$ cat src/acg_pkg.sv
/*
 * Shared definitions of the audio clock generator: register offsets,
 * field layouts, reset values, legal ranges and the packed state carriers.
 * Assumes a 32-bit register port with byte addresses that are word aligned.
 */
package acg_pkg;

	////////////////////////////////////////////////////////////////////////
	// Register port
	localparam int ACG_AW = 8;
	localparam int ACG_DW = 32;
	localparam logic [7:0] ACG_OFS_CTRL = 8'h00;
	localparam logic [7:0] ACG_OFS_DIVQ = 8'h04;
	localparam logic [7:0] ACG_OFS_PLLPR = 8'h08;
	localparam logic [7:0] ACG_OFS_PLLK = 8'h0c;
	localparam logic [7:0] ACG_OFS_OUTDIV = 8'h10;
	localparam logic [7:0] ACG_OFS_STATUS = 8'h14;

	////////////////////////////////////////////////////////////////////////
	// Field positions
	localparam int ACG_POS_PLL_EN = 0;
	localparam int ACG_POS_MUX_SEL = 1;
	localparam int ACG_POS_CONV_PLL = 2;
	localparam int ACG_POS_PLL_SRC = 4;
	localparam int ACG_POS_DIV_SRC = 6;
	localparam int ACG_POS_Q = 0;
	localparam int ACG_POS_P = 0;
	localparam int ACG_POS_R = 8;
	localparam int ACG_POS_J = 0;
	localparam int ACG_POS_D = 16;
	localparam int ACG_POS_M = 0;
	localparam int ACG_POS_N = 8;
	localparam int ACG_POS_FS_TOTAL = 0;
	localparam int ACG_POS_AUX_LVL = 16;
	localparam int ACG_POS_AUX_RUN = 17;
	localparam int ACG_POS_SRC_PLL = 18;

	////////////////////////////////////////////////////////////////////////
	// Values after reset
	localparam logic [1:0] ACG_RST_DIV_SRC = 2'h0;
	localparam logic [1:0] ACG_RST_PLL_SRC = 2'h0;
	localparam logic [4:0] ACG_RST_Q = 5'h02;
	localparam logic [3:0] ACG_RST_P = 4'h1;
	localparam logic [4:0] ACG_RST_R = 5'h01;
	localparam logic [5:0] ACG_RST_J = 6'h04;
	localparam logic [13:0] ACG_RST_D = 14'h0000;
	localparam logic [3:0] ACG_RST_M = 4'h1;
	localparam logic [4:0] ACG_RST_N = 5'h02;

	////////////////////////////////////////////////////////////////////////
	// Legal ranges and scale factors
	localparam logic [4:0] ACG_QN_MIN = 5'h02;
	localparam logic [4:0] ACG_QN_MAX = 5'h11;
	localparam logic [3:0] ACG_P_MAX = 4'h8;
	localparam logic [4:0] ACG_R_MAX = 5'h10;
	localparam logic [5:0] ACG_J_MAX = 6'h3f;
	localparam logic [13:0] ACG_D_MAX = 14'h270f;
	localparam int ACG_RW = 26;
	localparam logic [25:0] ACG_FRAC_SCALE = 26'h0002710;
	localparam logic [25:0] ACG_PLL_DIV = 26'h0000010;
	localparam logic [25:0] ACG_AUX_INC = 26'h0000002;
	localparam logic [7:0] ACG_FS_LAST = 8'hff;

	////////////////////////////////////////////////////////////////////////
	// Source selection codes
	localparam logic [1:0] ACG_SRC_MCLK = 2'h0;
	localparam logic [1:0] ACG_SRC_BCLK = 2'h1;
	localparam logic [1:0] ACG_SRC_AUX = 2'h2;

	////////////////////////////////////////////////////////////////////////
	// State carriers
	typedef struct packed {
		logic prev;
		logic edge_seen;
	} acg_edge_s;

	typedef struct packed {
		logic [26:0] acc;
		logic tick;
	} acg_rate_s;

	typedef struct packed {
		logic [1:0] div_src;
		logic [1:0] pll_src;
		logic pll_en;
		logic mux_sel;
		logic conv_pll;
		logic [4:0] q;
		logic [3:0] p;
		logic [4:0] r;
		logic [5:0] j;
		logic [13:0] d;
		logic [3:0] m;
		logic [4:0] n;
		logic [7:0] fs_cnt;
		logic fs_tick;
		logic amclk_tick;
		logic aux_lvl;
		logic aux_oe;
		logic [15:0] fs_total;
		logic [31:0] rdata;
	} acg_state_s;

endpackage : acg_pkg

$ cat src/acg_edge.sv
/*
 * Source selector and edge detector: picks one of three clock inputs and
 * gives a one-cycle pulse for each of its edges, rising and falling.
 * Assumes the inputs are synchronous to i_mclk and change at most once a cycle.
 */
`timescale 1ns/1ps

module acg_edge
	import acg_pkg::*;
(
	input wire logic i_mclk,
	input wire logic i_rst_n,
	input wire logic [2:0] i_src,
	input wire logic [1:0] i_sel,
	output logic o_edge
);

	acg_edge_s st_ff;
	acg_edge_s nxt_st;
	logic lvl;

	always_comb
	begin
		lvl = (i_sel == 2'h3) ? 1'b0 : i_src[i_sel];
		nxt_st = st_ff;
		nxt_st.prev = lvl;
		nxt_st.edge_seen = lvl ^ st_ff.prev;
	end

	always_ff @(posedge i_mclk or negedge i_rst_n)
	begin
		if (!i_rst_n)
			st_ff <= '0;
		else
			st_ff <= nxt_st;
	end

	assign o_edge = st_ff.edge_seen;

endmodule : acg_edge

$ cat src/acg_rate.sv
/*
 * Fractional rate generator: adds an increment on each input event and
 * emits a tick each time the sum reaches the threshold, keeping the remainder.
 * Assumes the average tick rate stays below one per clock cycle.
 */
`timescale 1ns/1ps

module acg_rate
	import acg_pkg::*;
(
	input wire logic i_mclk,
	input wire logic i_rst_n,
	input wire logic i_run,
	input wire logic i_en,
	input wire logic [25:0] i_inc,
	input wire logic [25:0] i_thr,
	output logic o_tick
);

	acg_rate_s st_ff;
	acg_rate_s nxt_st;
	logic [26:0] sum;

	always_comb
	begin
		sum = st_ff.acc + (i_en ? {1'b0, i_inc} : 27'h0000000);
		nxt_st = st_ff;
		nxt_st.tick = 1'b0;
		if (!i_run || i_thr == 26'h0000000)
		begin
			nxt_st.acc = '0;
		end
		else if (sum >= {1'b0, i_thr})
		begin
			nxt_st.tick = 1'b1;
			nxt_st.acc = sum - {1'b0, i_thr};
		end
		else
		begin
			nxt_st.acc = sum;
		end
	end

	always_ff @(posedge i_mclk or negedge i_rst_n)
	begin
		if (!i_rst_n)
			st_ff <= '0;
		else
			st_ff <= nxt_st;
	end

	assign o_tick = st_ff.tick;

endmodule : acg_rate

$ cat src/acg_top.sv
/*
 * Audio clock generator: divider and fractional PLL paths that produce the
 * internal audio master clock and reference sample rate as tick pulses, and
 * a separately divided clock on the auxiliary output pin.
 * Assumes clock inputs synchronous to i_mclk, sampled once per cycle, and a
 * register master that follows the plain strobe protocol.
 */
// Decided for this implementation: the address-and-strobe port and the address map.
`timescale 1ns/1ps

// Operation
// - Two-bit field picks divider input: master clock, bit clock or aux input.
// - Without PLL, sample rate is divider input over 128 times Q, Q 2..17.
// - Half-integer ratio mode accepts master clock up to 50 MHz; the code has no such mode, Q is integer only.
// - With PLL, sample rate is input times K times R over 2048 P.
// - Multiplier is integer 1..63 plus four decimal fraction digits 0..9999.
// - Two-bit field picks PLL reference: master clock or bit clock.
// - While PLL clocks converters and mux is zero, aux output is PLL output over M and N.
// - PLL may drive only the aux output without clocking the converters.
// - PLL on and mux zero: aux clock is input times 2KR over MNP.
// - Mux one: output divider takes divider input whatever the PLL state.
// - Mux one: aux clock is twice divider input over M times N.
// - M accepts only 1,2,4,8; N accepts only 2..17.
// - Internal master clock runs at 256 times the reference sample rate.
module acg_top
	import acg_pkg::*;
(
	input wire logic i_mclk,
	input wire logic i_rst_n,
	input wire logic i_mclk_in,
	input wire logic i_bclk,
	input wire logic i_aux_clock_input_pin,
	input wire logic [7:0] i_addr,
	input wire logic [31:0] i_wdata,
	input wire logic i_wr,
	input wire logic i_rd,
	output logic [31:0] o_rdata,
	output logic o_amclk_tick,
	output logic o_fsref_tick,
	output logic o_aux_clock_output_pin,
	output logic o_aux_clock_output_pin_oe
);

	////////////////////////////////////////////////////////////////////////
	// Legality and scaling helpers

	function automatic logic legal_qn(input logic [4:0] v);
		legal_qn = (v >= ACG_QN_MIN) && (v <= ACG_QN_MAX);
	endfunction : legal_qn

	function automatic logic legal_m(input logic [3:0] v);
		legal_m = (v == 4'h1) || (v == 4'h2) || (v == 4'h4) || (v == 4'h8);
	endfunction : legal_m

	function automatic logic legal_range(input logic [13:0] v, input logic [13:0] hi);
		legal_range = (v >= 14'h0001) && (v <= hi);
	endfunction : legal_range

	function automatic logic [25:0] k_scaled(input logic [5:0] j, input logic [13:0] d);
		k_scaled = 26'(26'(j) * ACG_FRAC_SCALE + 26'(d));
	endfunction : k_scaled

	////////////////////////////////////////////////////////////////////////
	// State

	acg_state_s st_ff;
	acg_state_s nxt_st;

	logic div_edge;
	logic pll_edge;
	logic div_tick;
	logic pll_tick;
	logic aux_tick;
	logic pll_for_conv;
	logic aux_run;
	logic aux_en;
	logic [25:0] k_val;
	logic [25:0] div_thr;
	logic [25:0] pll_inc;
	logic [25:0] pll_thr;
	logic [25:0] aux_inc;
	logic [25:0] aux_thr;
	logic [25:0] mn_prod;

	////////////////////////////////////////////////////////////////////////
	// Clock source selection

	acg_edge u_div_edge (
		.i_mclk(i_mclk),
		.i_rst_n(i_rst_n),
		.i_src({i_aux_clock_input_pin, i_bclk, i_mclk_in}),
		.i_sel(st_ff.div_src),
		.o_edge(div_edge)
	);

	acg_edge u_pll_edge (
		.i_mclk(i_mclk),
		.i_rst_n(i_rst_n),
		.i_src({1'b0, i_bclk, i_mclk_in}),
		.i_sel(st_ff.pll_src),
		.o_edge(pll_edge)
	);

	////////////////////////////////////////////////////////////////////////
	// Rate arithmetic; each input edge counts, so events come at twice the
	// input frequency and the factor 2 of the output formulas falls out.

	always_comb
	begin
		k_val = k_scaled(st_ff.j, st_ff.d);
		div_thr = 26'(st_ff.q);
		pll_inc = 26'(k_val * 26'(st_ff.r));
		pll_thr = 26'(ACG_PLL_DIV * 26'(st_ff.p) * ACG_FRAC_SCALE);
		mn_prod = 26'(26'(st_ff.m) * 26'(st_ff.n));
		pll_for_conv = st_ff.pll_en && st_ff.conv_pll;
		if (st_ff.mux_sel)
		begin
			aux_run = 1'b1;
			aux_en = div_edge;
			aux_inc = ACG_AUX_INC;
			aux_thr = mn_prod;
		end
		else
		begin
			aux_run = st_ff.pll_en;
			aux_en = pll_edge;
			aux_inc = 26'(ACG_AUX_INC * pll_inc);
			aux_thr = 26'(mn_prod * 26'(st_ff.p) * ACG_FRAC_SCALE);
		end
	end

	// Any register write restarts the accumulators, so a threshold that shrinks
	// cannot leave a backlog that comes out as a long burst of ticks
	acg_rate u_div_rate (
		.i_mclk(i_mclk),
		.i_rst_n(i_rst_n),
		.i_run(!pll_for_conv && !i_wr),
		.i_en(div_edge),
		.i_inc(26'h0000001),
		.i_thr(div_thr),
		.o_tick(div_tick)
	);

	acg_rate u_pll_rate (
		.i_mclk(i_mclk),
		.i_rst_n(i_rst_n),
		.i_run(pll_for_conv && !i_wr),
		.i_en(pll_edge),
		.i_inc(pll_inc),
		.i_thr(pll_thr),
		.o_tick(pll_tick)
	);

	acg_rate u_aux_rate (
		.i_mclk(i_mclk),
		.i_rst_n(i_rst_n),
		.i_run(aux_run && !i_wr),
		.i_en(aux_en),
		.i_inc(aux_inc),
		.i_thr(aux_thr),
		.o_tick(aux_tick)
	);

	////////////////////////////////////////////////////////////////////////
	// Next state: registers, sample rate counter, aux pin

	always_comb
	begin
		nxt_st = st_ff;
		nxt_st.rdata = 32'h00000000;

		if (i_wr)
		begin
			unique case (i_addr)
				ACG_OFS_CTRL:
				begin
					nxt_st.pll_en = i_wdata[ACG_POS_PLL_EN];
					nxt_st.mux_sel = i_wdata[ACG_POS_MUX_SEL];
					nxt_st.conv_pll = i_wdata[ACG_POS_CONV_PLL];
					nxt_st.pll_src = i_wdata[ACG_POS_PLL_SRC +: 2];
					nxt_st.div_src = i_wdata[ACG_POS_DIV_SRC +: 2];
				end
				ACG_OFS_DIVQ:
				begin
					if (legal_qn(i_wdata[ACG_POS_Q +: 5]))
						nxt_st.q = i_wdata[ACG_POS_Q +: 5];
				end
				ACG_OFS_PLLPR:
				begin
					if (legal_range(14'(i_wdata[ACG_POS_P +: 4]), 14'(ACG_P_MAX)))
						nxt_st.p = i_wdata[ACG_POS_P +: 4];
					if (legal_range(14'(i_wdata[ACG_POS_R +: 5]), 14'(ACG_R_MAX)))
						nxt_st.r = i_wdata[ACG_POS_R +: 5];
				end
				ACG_OFS_PLLK:
				begin
					if (legal_range(14'(i_wdata[ACG_POS_J +: 6]), 14'(ACG_J_MAX)))
						nxt_st.j = i_wdata[ACG_POS_J +: 6];
					if (i_wdata[ACG_POS_D +: 14] <= ACG_D_MAX)
						nxt_st.d = i_wdata[ACG_POS_D +: 14];
				end
				ACG_OFS_OUTDIV:
				begin
					if (legal_m(i_wdata[ACG_POS_M +: 4]))
						nxt_st.m = i_wdata[ACG_POS_M +: 4];
					if (legal_qn(i_wdata[ACG_POS_N +: 5]))
						nxt_st.n = i_wdata[ACG_POS_N +: 5];
				end
				default:
				begin
				end
			endcase
		end

		if (i_rd)
		begin
			unique case (i_addr)
				ACG_OFS_CTRL:
				begin
					nxt_st.rdata[ACG_POS_PLL_EN] = st_ff.pll_en;
					nxt_st.rdata[ACG_POS_MUX_SEL] = st_ff.mux_sel;
					nxt_st.rdata[ACG_POS_CONV_PLL] = st_ff.conv_pll;
					nxt_st.rdata[ACG_POS_PLL_SRC +: 2] = st_ff.pll_src;
					nxt_st.rdata[ACG_POS_DIV_SRC +: 2] = st_ff.div_src;
				end
				ACG_OFS_DIVQ:
					nxt_st.rdata[ACG_POS_Q +: 5] = st_ff.q;
				ACG_OFS_PLLPR:
				begin
					nxt_st.rdata[ACG_POS_P +: 4] = st_ff.p;
					nxt_st.rdata[ACG_POS_R +: 5] = st_ff.r;
				end
				ACG_OFS_PLLK:
				begin
					nxt_st.rdata[ACG_POS_J +: 6] = st_ff.j;
					nxt_st.rdata[ACG_POS_D +: 14] = st_ff.d;
				end
				ACG_OFS_OUTDIV:
				begin
					nxt_st.rdata[ACG_POS_M +: 4] = st_ff.m;
					nxt_st.rdata[ACG_POS_N +: 5] = st_ff.n;
				end
				ACG_OFS_STATUS:
				begin
					nxt_st.rdata[ACG_POS_FS_TOTAL +: 16] = st_ff.fs_total;
					nxt_st.rdata[ACG_POS_AUX_LVL] = st_ff.aux_lvl;
					nxt_st.rdata[ACG_POS_AUX_RUN] = st_ff.aux_oe;
					nxt_st.rdata[ACG_POS_SRC_PLL] = pll_for_conv;
				end
				default:
				begin
				end
			endcase
		end

		// Master clock tick from whichever path clocks the converters
		nxt_st.amclk_tick = pll_for_conv ? pll_tick : div_tick;
		nxt_st.fs_tick = 1'b0;
		if (nxt_st.amclk_tick)
		begin
			if (st_ff.fs_cnt == ACG_FS_LAST)
			begin
				nxt_st.fs_cnt = 8'h00;
				nxt_st.fs_tick = 1'b1;
				nxt_st.fs_total = st_ff.fs_total + 16'h0001;
			end
			else
			begin
				nxt_st.fs_cnt = st_ff.fs_cnt + 8'h01;
			end
		end

		// Aux pin toggles on each half-period tick and idles low when stopped
		nxt_st.aux_oe = aux_run;
		if (!aux_run)
			nxt_st.aux_lvl = 1'b0;
		else if (aux_tick)
			nxt_st.aux_lvl = !st_ff.aux_lvl;
	end

	always_ff @(posedge i_mclk or negedge i_rst_n)
	begin
		if (!i_rst_n)
		begin
			st_ff <= '0;
			st_ff.div_src <= ACG_RST_DIV_SRC;
			st_ff.pll_src <= ACG_RST_PLL_SRC;
			st_ff.q <= ACG_RST_Q;
			st_ff.p <= ACG_RST_P;
			st_ff.r <= ACG_RST_R;
			st_ff.j <= ACG_RST_J;
			st_ff.d <= ACG_RST_D;
			st_ff.m <= ACG_RST_M;
			st_ff.n <= ACG_RST_N;
		end
		else
		begin
			st_ff <= nxt_st;
		end
	end

	////////////////////////////////////////////////////////////////////////
	// Outputs

	assign o_rdata = st_ff.rdata;
	assign o_amclk_tick = st_ff.amclk_tick;
	assign o_fsref_tick = st_ff.fs_tick;
	assign o_aux_clock_output_pin = st_ff.aux_lvl;
	assign o_aux_clock_output_pin_oe = st_ff.aux_oe;

endmodule : acg_top

$ cat config.mk
export PLATFORM = sky130hd
export DESIGN_NAME = acg_top
export DESIGN_NICKNAME = d
export VERILOG_FILES = /design/src/acg_pkg.sv /design/src/acg_edge.sv /design/src/acg_rate.sv /design/src/acg_top.sv
export SDC_FILE = /design/constraint.sdc
export NUM_CORES = 1
export LEC_CHECK = 0
export ABC_AREA = 1
export BUFFER_PORTS_ARGS = -buffer_cell sky130_fd_sc_hd__buf_2
export CAP_MARGIN = 40
export CORE_ASPECT_RATIO = 2
export CORE_UTILIZATION = 65
export DETAILED_ROUTE_END_ITERATION = 10
export GPL_TIMING_DRIVEN = 0
export PLACE_DENSITY = 0.82
export REMOVE_ABC_BUFFERS = 1
export SLEW_MARGIN = 20
export SYNTH_ARGS = -nofsm -noshare
export SYNTH_HDL_FRONTEND = slang
export SYNTH_HIERARCHICAL = 1
export SYNTH_SLANG_ARGS = --single-unit
export TNS_END_PERCENT = 10
$ cat constraint.sdc
create_clock -name i_mclk -period 22 [get_ports i_mclk]
set_input_delay 3.3 -clock i_mclk [delete_from_list [all_inputs] [get_ports i_mclk]]
set_output_delay 3.3 -clock i_mclk [all_outputs]
set_load 0.05 [all_outputs]
* Word level (Yosys, flattened, before mapping)
Index checks and enable logic that the tools add are counted.
** Storage, ports and cells
- Word-level logic and storage cells :: 148
- Bits in registers :: 196
** Operators by class
- $add $sub $neg :: 9
- $lt $le $gt $ge :: 15
- Bitwise logic cells :: 2
- Multiply operators :: 6
- Reduce and logical (&&, ||, !) cells :: 33
- Eq/ne operators :: 13
- Mux-type cells :: 41
** Operators by type and width (number)
- 27-bit 2-to-1 mux :: 6
- 26-bit 2-to-1 mux :: 4
- 27-bit adder :: 3
- 26-bit zero test :: 3
- 30-bit 2-to-1 mux :: 1
- 27-bit by 22-bit >= comparator with 1-bit output :: 1
- 27-bit by 26-bit >= comparator with 1-bit output :: 1
- 27-bit by 5-bit >= comparator with 1-bit output :: 1
- 27-bit by 22-bit subtractor with 27-bit output :: 1
- 27-bit by 26-bit subtractor with 27-bit output :: 1
- 27-bit by 5-bit subtractor with 27-bit output :: 1
- 21-bit by 5-bit multiplier with 26-bit output :: 1
- 13-bit by 10-bit multiplier with 22-bit output, second input constant :: 1
- 20-bit by 14-bit adder with 21-bit output :: 1
- 3-bit AND reduction :: 7
- 1-bit 2-to-1 mux :: 18
- 3-bit one-hot mux with 6 select lines :: 1
- 16-bit by 1-bit adder with 16-bit output, second input constant :: 1
- 8-bit by 4-bit equality test with 1-bit output, second input constant :: 2
- 8-bit by 5-bit equality test with 1-bit output, second input constant :: 2
- 6-bit by 10-bit multiplier with 16-bit output, second input constant :: 1
- 5-bit less-or-equal comparator, second input constant :: 3
- 5-bit one-hot mux with 3 select lines :: 1
- 14-bit less-or-equal comparator, second input constant :: 1
- 33 further kinds :: 56

* Longest topological paths before layout
- Depth in word-level cells :: 9
- Gate-level depth with buffers :: 57
- Depth with buffers taken out :: 57

* Cells and area by module
Netlist, hierarchy kept.
** Modules (own cells, without submodules)
- acg_rate :: area each 5268.8 um2, times used 3, cells an instance 869
- acg_top :: area each 13980.9 um2, times used 1, cells an instance 1883
- acg_edge :: area each 131.4 um2, times used 2, cells an instance 20

* Worst setup path before layout
OpenSTA, ideal clock, no wires.
- Path type :: register to register
- From :: register st_ff[61] (netlist name)
- To :: register u_aux_rate/st_ff[6] in the netlist's numbering
- Data arrival time :: 9560 ps
- Buffers on the path :: 1
- Cell stages (with the launch flop) :: 49
- Slack :: 12316 ps
- Clock period less this slack :: 9684 ps
- Cell sequence :: dfstp_2 > nand2_1 > fa_1 > inv_1 > fa_1 > fa_1 > a21oi_1 > o21ai_0 > xnor2_1 > nor2_1 > fa_1 > inv_1 > fa_1 > inv_1 > ha_1 > nand2_1 > inv_1 > nand2_1 > (+13 left out) > nor2_1 > nor2_1 > inv_1 > a211oi_1 > nand2_1 > nand2_1 > nor3b_1 > inv_1 > ha_1 > a21oi_1 > o21ai_0 > a21oi_1 > nand3_2 > nand2_4 > nand3_4 > buf_6 > nand3_2 > o21ai_2
** RTL lines
- to (signal assigned) :: RTL line acg_rate.sv:49 : st_ff <= nxt_st;
- to (decl) :: RTL line acg_rate.sv:20 : acg_rate_s st_ff;

==> summary.txt <==
Route
  – Routed wire length: 96900 um
  – Drt first-iter violations: 1749
  – Residual DRC: 0
  – Routed wire per std cell: 18.6 um
  – Drt pass-1 iters: 6
  – Via/cell ratio: 5.67
  – DRT antenna net count: 0
  – Total number of vias: 29.5k

Final layout
  – Synth-to-layout area growth: 5.29%
  – Fin area: 31600 um2
  – Nets: 5117
  – Layout cell share with drive strength beyond 1: 8.65%
  – Util after Layout: 69.2%
  – Diode count: 0
  – Finished Layout Cells: 5202

CTS
  – Clock transition at path regs: 100 ps
  – Setup bufs post-CTS: 0
  – Clk Latency, worst-skew pair: 480 ps
  – Clock Sink Count: 196
  – H-tree depth: 4
  – CTS resizes: 0
  – Max clock buf depth: 2
  – CTS Buf Count: 17
  – CTS hold repair buffers: 0
  – CTS tree: done
  – Root Buffer: clkbuf_16

Global routing
  – GRT Overall Usage: 42.1%
  – Largest net degree at the start of global routing: 76
  – Vias in the first global route: 30.4k
  – First-pass GRT wire length: 152000 um
  – Grt ovf: 0
  – Initial antenna violation count: 1

Critical path
  – Kind of critical path: reg2reg
  – CP max-delay cell: o21ai_0
  – Peak per-stage delay on the critical path: 620 ps
  – Worst Setup End Kind: register
  – CP arrival: 12130 ps
  – Worst path most repeated cell: nand2_1
  – Worst-path maximum fanout: 22
  – CP startpoint kind: register
  – CP required: 22370 ps

Synthesis
  – FFs w/ async S/R, synth: 100%
  – XOR/XNOR Fraction of Synth Area: 5.10%
  – Mux contribution to synthesized area: 0.0749%
  – Compound-cell area share of the yosys netlist: 11.8%
  – Cell Area, Synth: 30100 um2
  – Main synth FF type: dfrtp_1
  – Synth Instances: 4530
  – Yosys Warn Count: 6
  – Top cell type's share of synthesized area: 15.8%
  – Simple-gate area share of the yosys netlist: 30.8%
  – Post-Synth Adder-Cell Area: 21.5%
  – Sequential area share after synthesis: 16.3%
  – Post-synth cell types: 63
  – Main combinational cell family by area after synthesis: simple AND/OR/NAND/NOR gates
  – Mean Syn Cell Area: 6.63 um2
  – EDFF count, synth: 0
  – Top cells by area, synth: dfrtp_1, ha_1, nand2_1
  – Yosys top cell by area: dfrtp_1
  – Synthesized flop and latch total: 196

Place
  – Cell Area, Placed: 30900 um2
  – DP HPWL: 81100 um
  – Input/output buffers: 75
  – Cell total after placement: 5166
  – RePlAce Congestion: 1.05

Timing
  – Crit share post-route: 53.5%
  – Final setup viols: 0
  – Achievable Freq: 85.0 MHz
  – Unrepaired setup endpoints after global routing: false
  – Relative slew margins: 35.1%
  – Clk_skew: 19.9 ps
  – Fin Setup TNS: 0 ps
  – Worst-margin pin slew: 963 ps
  – Fin. Hold Viols: 0
  – Final Max Tran Viols: 0
  – Final min period: 11760 ps

Power and ir drop
  – Flop pwr share: 21.4%
  – Combinational fraction of design power: 60.0%
  – Net Sw Frac: 52.7%
  – Clock Power Share: 18.6%
  – Leakage: 19.1 nW
  – Cell Int Power: 0.911 mW
  – Pwr per Cell Area: 60.9 nW/um2
  – Sw power: 1.01 mW
  – VDD IR max: 76.1 uV

Worst hold path
  – Worst min path class: reg2reg

Floorplanning
  – Core area: 45700 um2
  – Site Rows: 111
  – Die X: 154 um
  – Die footprint: 47100 um2
  – I/O Pins: 83
  – Die Height: 306 um
  – Initial Utilization: 65.8%

Flow run
  – Count of max-cap constraint violations: 0

Run status
  – Status: finished clean
## layout by cell type (no fill, tap or decap), types with 9 or more instances in the layout
master	count
a21oi_1	244
dfrtp_1	189
nor2_1	369
a21oi_2	12
o21bai_1	27
nand4_1	114
nor4_1	10
a31oi_1	9
a21o_1	9
conb_1	84
nand2_2	53
xnor2_1	70
nand3_2	76
nor2_2	18
o21ai_0	215
nor3_1	47
buf_2	74
inv_1	969
nand3b_1	11
nand3_1	180
fa_1	117
nand2_1	1094
xor2_1	105
ha_1	329
inv_2	12
o21ai_2	60
clkbuf_16	17
## per-stage QoR
stage / hold WS (ps) / power, mW / setup WS (ps)
4_1_cts: 457 / 1.89 / 10460
2_1_floorplan: 415 / 1.23 / 11930
3_3_place_gp: 436 / 1.52 / 10430
3_5_place_dp: 437 / 1.53 / 10460
6_report: 461 / 1.93 / 10240
5_1_grt: 467 / 2.06 / 9580
## sequential cells by signal (all words and copies together) (netlist names)
signal,count
u_pll_edge/st_ff,1
o_amclk_tick,1
u_div_edge/o_edge,1
o_aux_clock_output_pin_oe,1
st_ff,69
u_div_rate/o_tick,1
u_div_edge/st_ff,1
o_fsref_tick,1
u_aux_rate/st_ff,27
u_pll_edge/o_edge,1
div_thr,5
u_aux_rate/o_tick,1
u_pll_rate/o_tick,1
u_div_rate/st_ff,27
o_rdata,30
o_aux_clock_output_pin,1
u_pll_rate/st_ff,27
## cells by family after synthesis
kind of cell             Yosys count
buffers and inverters           1076
XOR/XNOR                         175
AO/OA/AOI/OAI                    610
multiplexers                       2
adder cells (fa/ha/maj)          446
AND/OR/NAND/NOR                 2023
flip-flops                       196
other                              2
## cell usage after synthesis, types with 16 or more instances
cell,count
xnor2_1,70
nor3_1,47
ha_1,329
nand4_1,114
fa_1,117
buf_4,38
inv_1,969
nor2_2,18
xor2_1,105
nand2_1,1094
nand2_2,53
o21ai_2,60
dfrtp_1,190
buf_6,16
nand3_1,180
clkbuf_1,29
nand3_2,76
a21oi_1,244
o21bai_1,27
nor2_1,369
o21ai_0,215
## power groups by stage
| stage | logic, mW | clock network (mW) | registers [mW] |
|---|---|---|---|
| after global routing | 1.27 | 0.373 | 0.415 |
| after global placement | 1.10 | 0 | 0.421 |
| after CTS | 1.12 | 0.360 | 0.413 |
| after detailed placement | 1.11 | 0 | 0.420 |
| after floorplan | 0.818 | 0 | 0.417 |
| final | 1.15 | 0.358 | 0.412 |
## layer usage
| metal | vias up | share of wire [%] | global-route usage (%) |
|---|---|---|---|
| met5 | - | 0.0083 | 0 |
| met4 | 2 | 12 | 44.9 |
| met3 | 514 | 5.3 | 7.48 |
| met2 | 1047 | 51 | 76.8 |
| met1 | 13581 | 32 | 37.1 |
| li1 | 14360 | - | - |
## worst max-delay path, delay by kind of cell (launching register included)
kind                       cells  cell delay, ps
buffers and inverters          6             390
AOI/OAI and AO/OA              6            2000
xor gates and xnor gates       3             830
and+or+nand+nor               20            2890
adders and majority gates     11            5010
DFF                            1             550
## final timing paths
path / startpoint / endpoint / slack (ps) / cells after the start
worst max-delay path: st_ff[84] / u_pll_rate/st_ff[1] / 10240 / 46
worst max register to register: st_ff[84] / u_pll_rate/st_ff[1] / 10240 / 46
max in group asynchronous: i_rst_n / div_thr[1] / 18470 / 2
worst min-delay path: u_aux_rate/o_tick / o_aux_clock_output_pin / 460 / 1
worst min register to register: u_aux_rate/o_tick / o_aux_clock_output_pin / 460 / 1
min in group asynchronous: i_rst_n / u_pll_rate/st_ff[2] / 2710 / 1
## final cells by class
| type | instances | area (um2) |
|---|---|---|
| inverters | 987 | 3710 |
| multi-input cells | 3340 | 21100 |
| repair buffers | 82 | 513 |
| well taps | 565 | 707 |
| flip-flops and latches | 196 | 4910 |
| clock inverters | 15 | 224 |
| clock buffers | 17 | 425 |
| fillers | 4230 | 14100 |
Power figures use the tool's default switching activity.
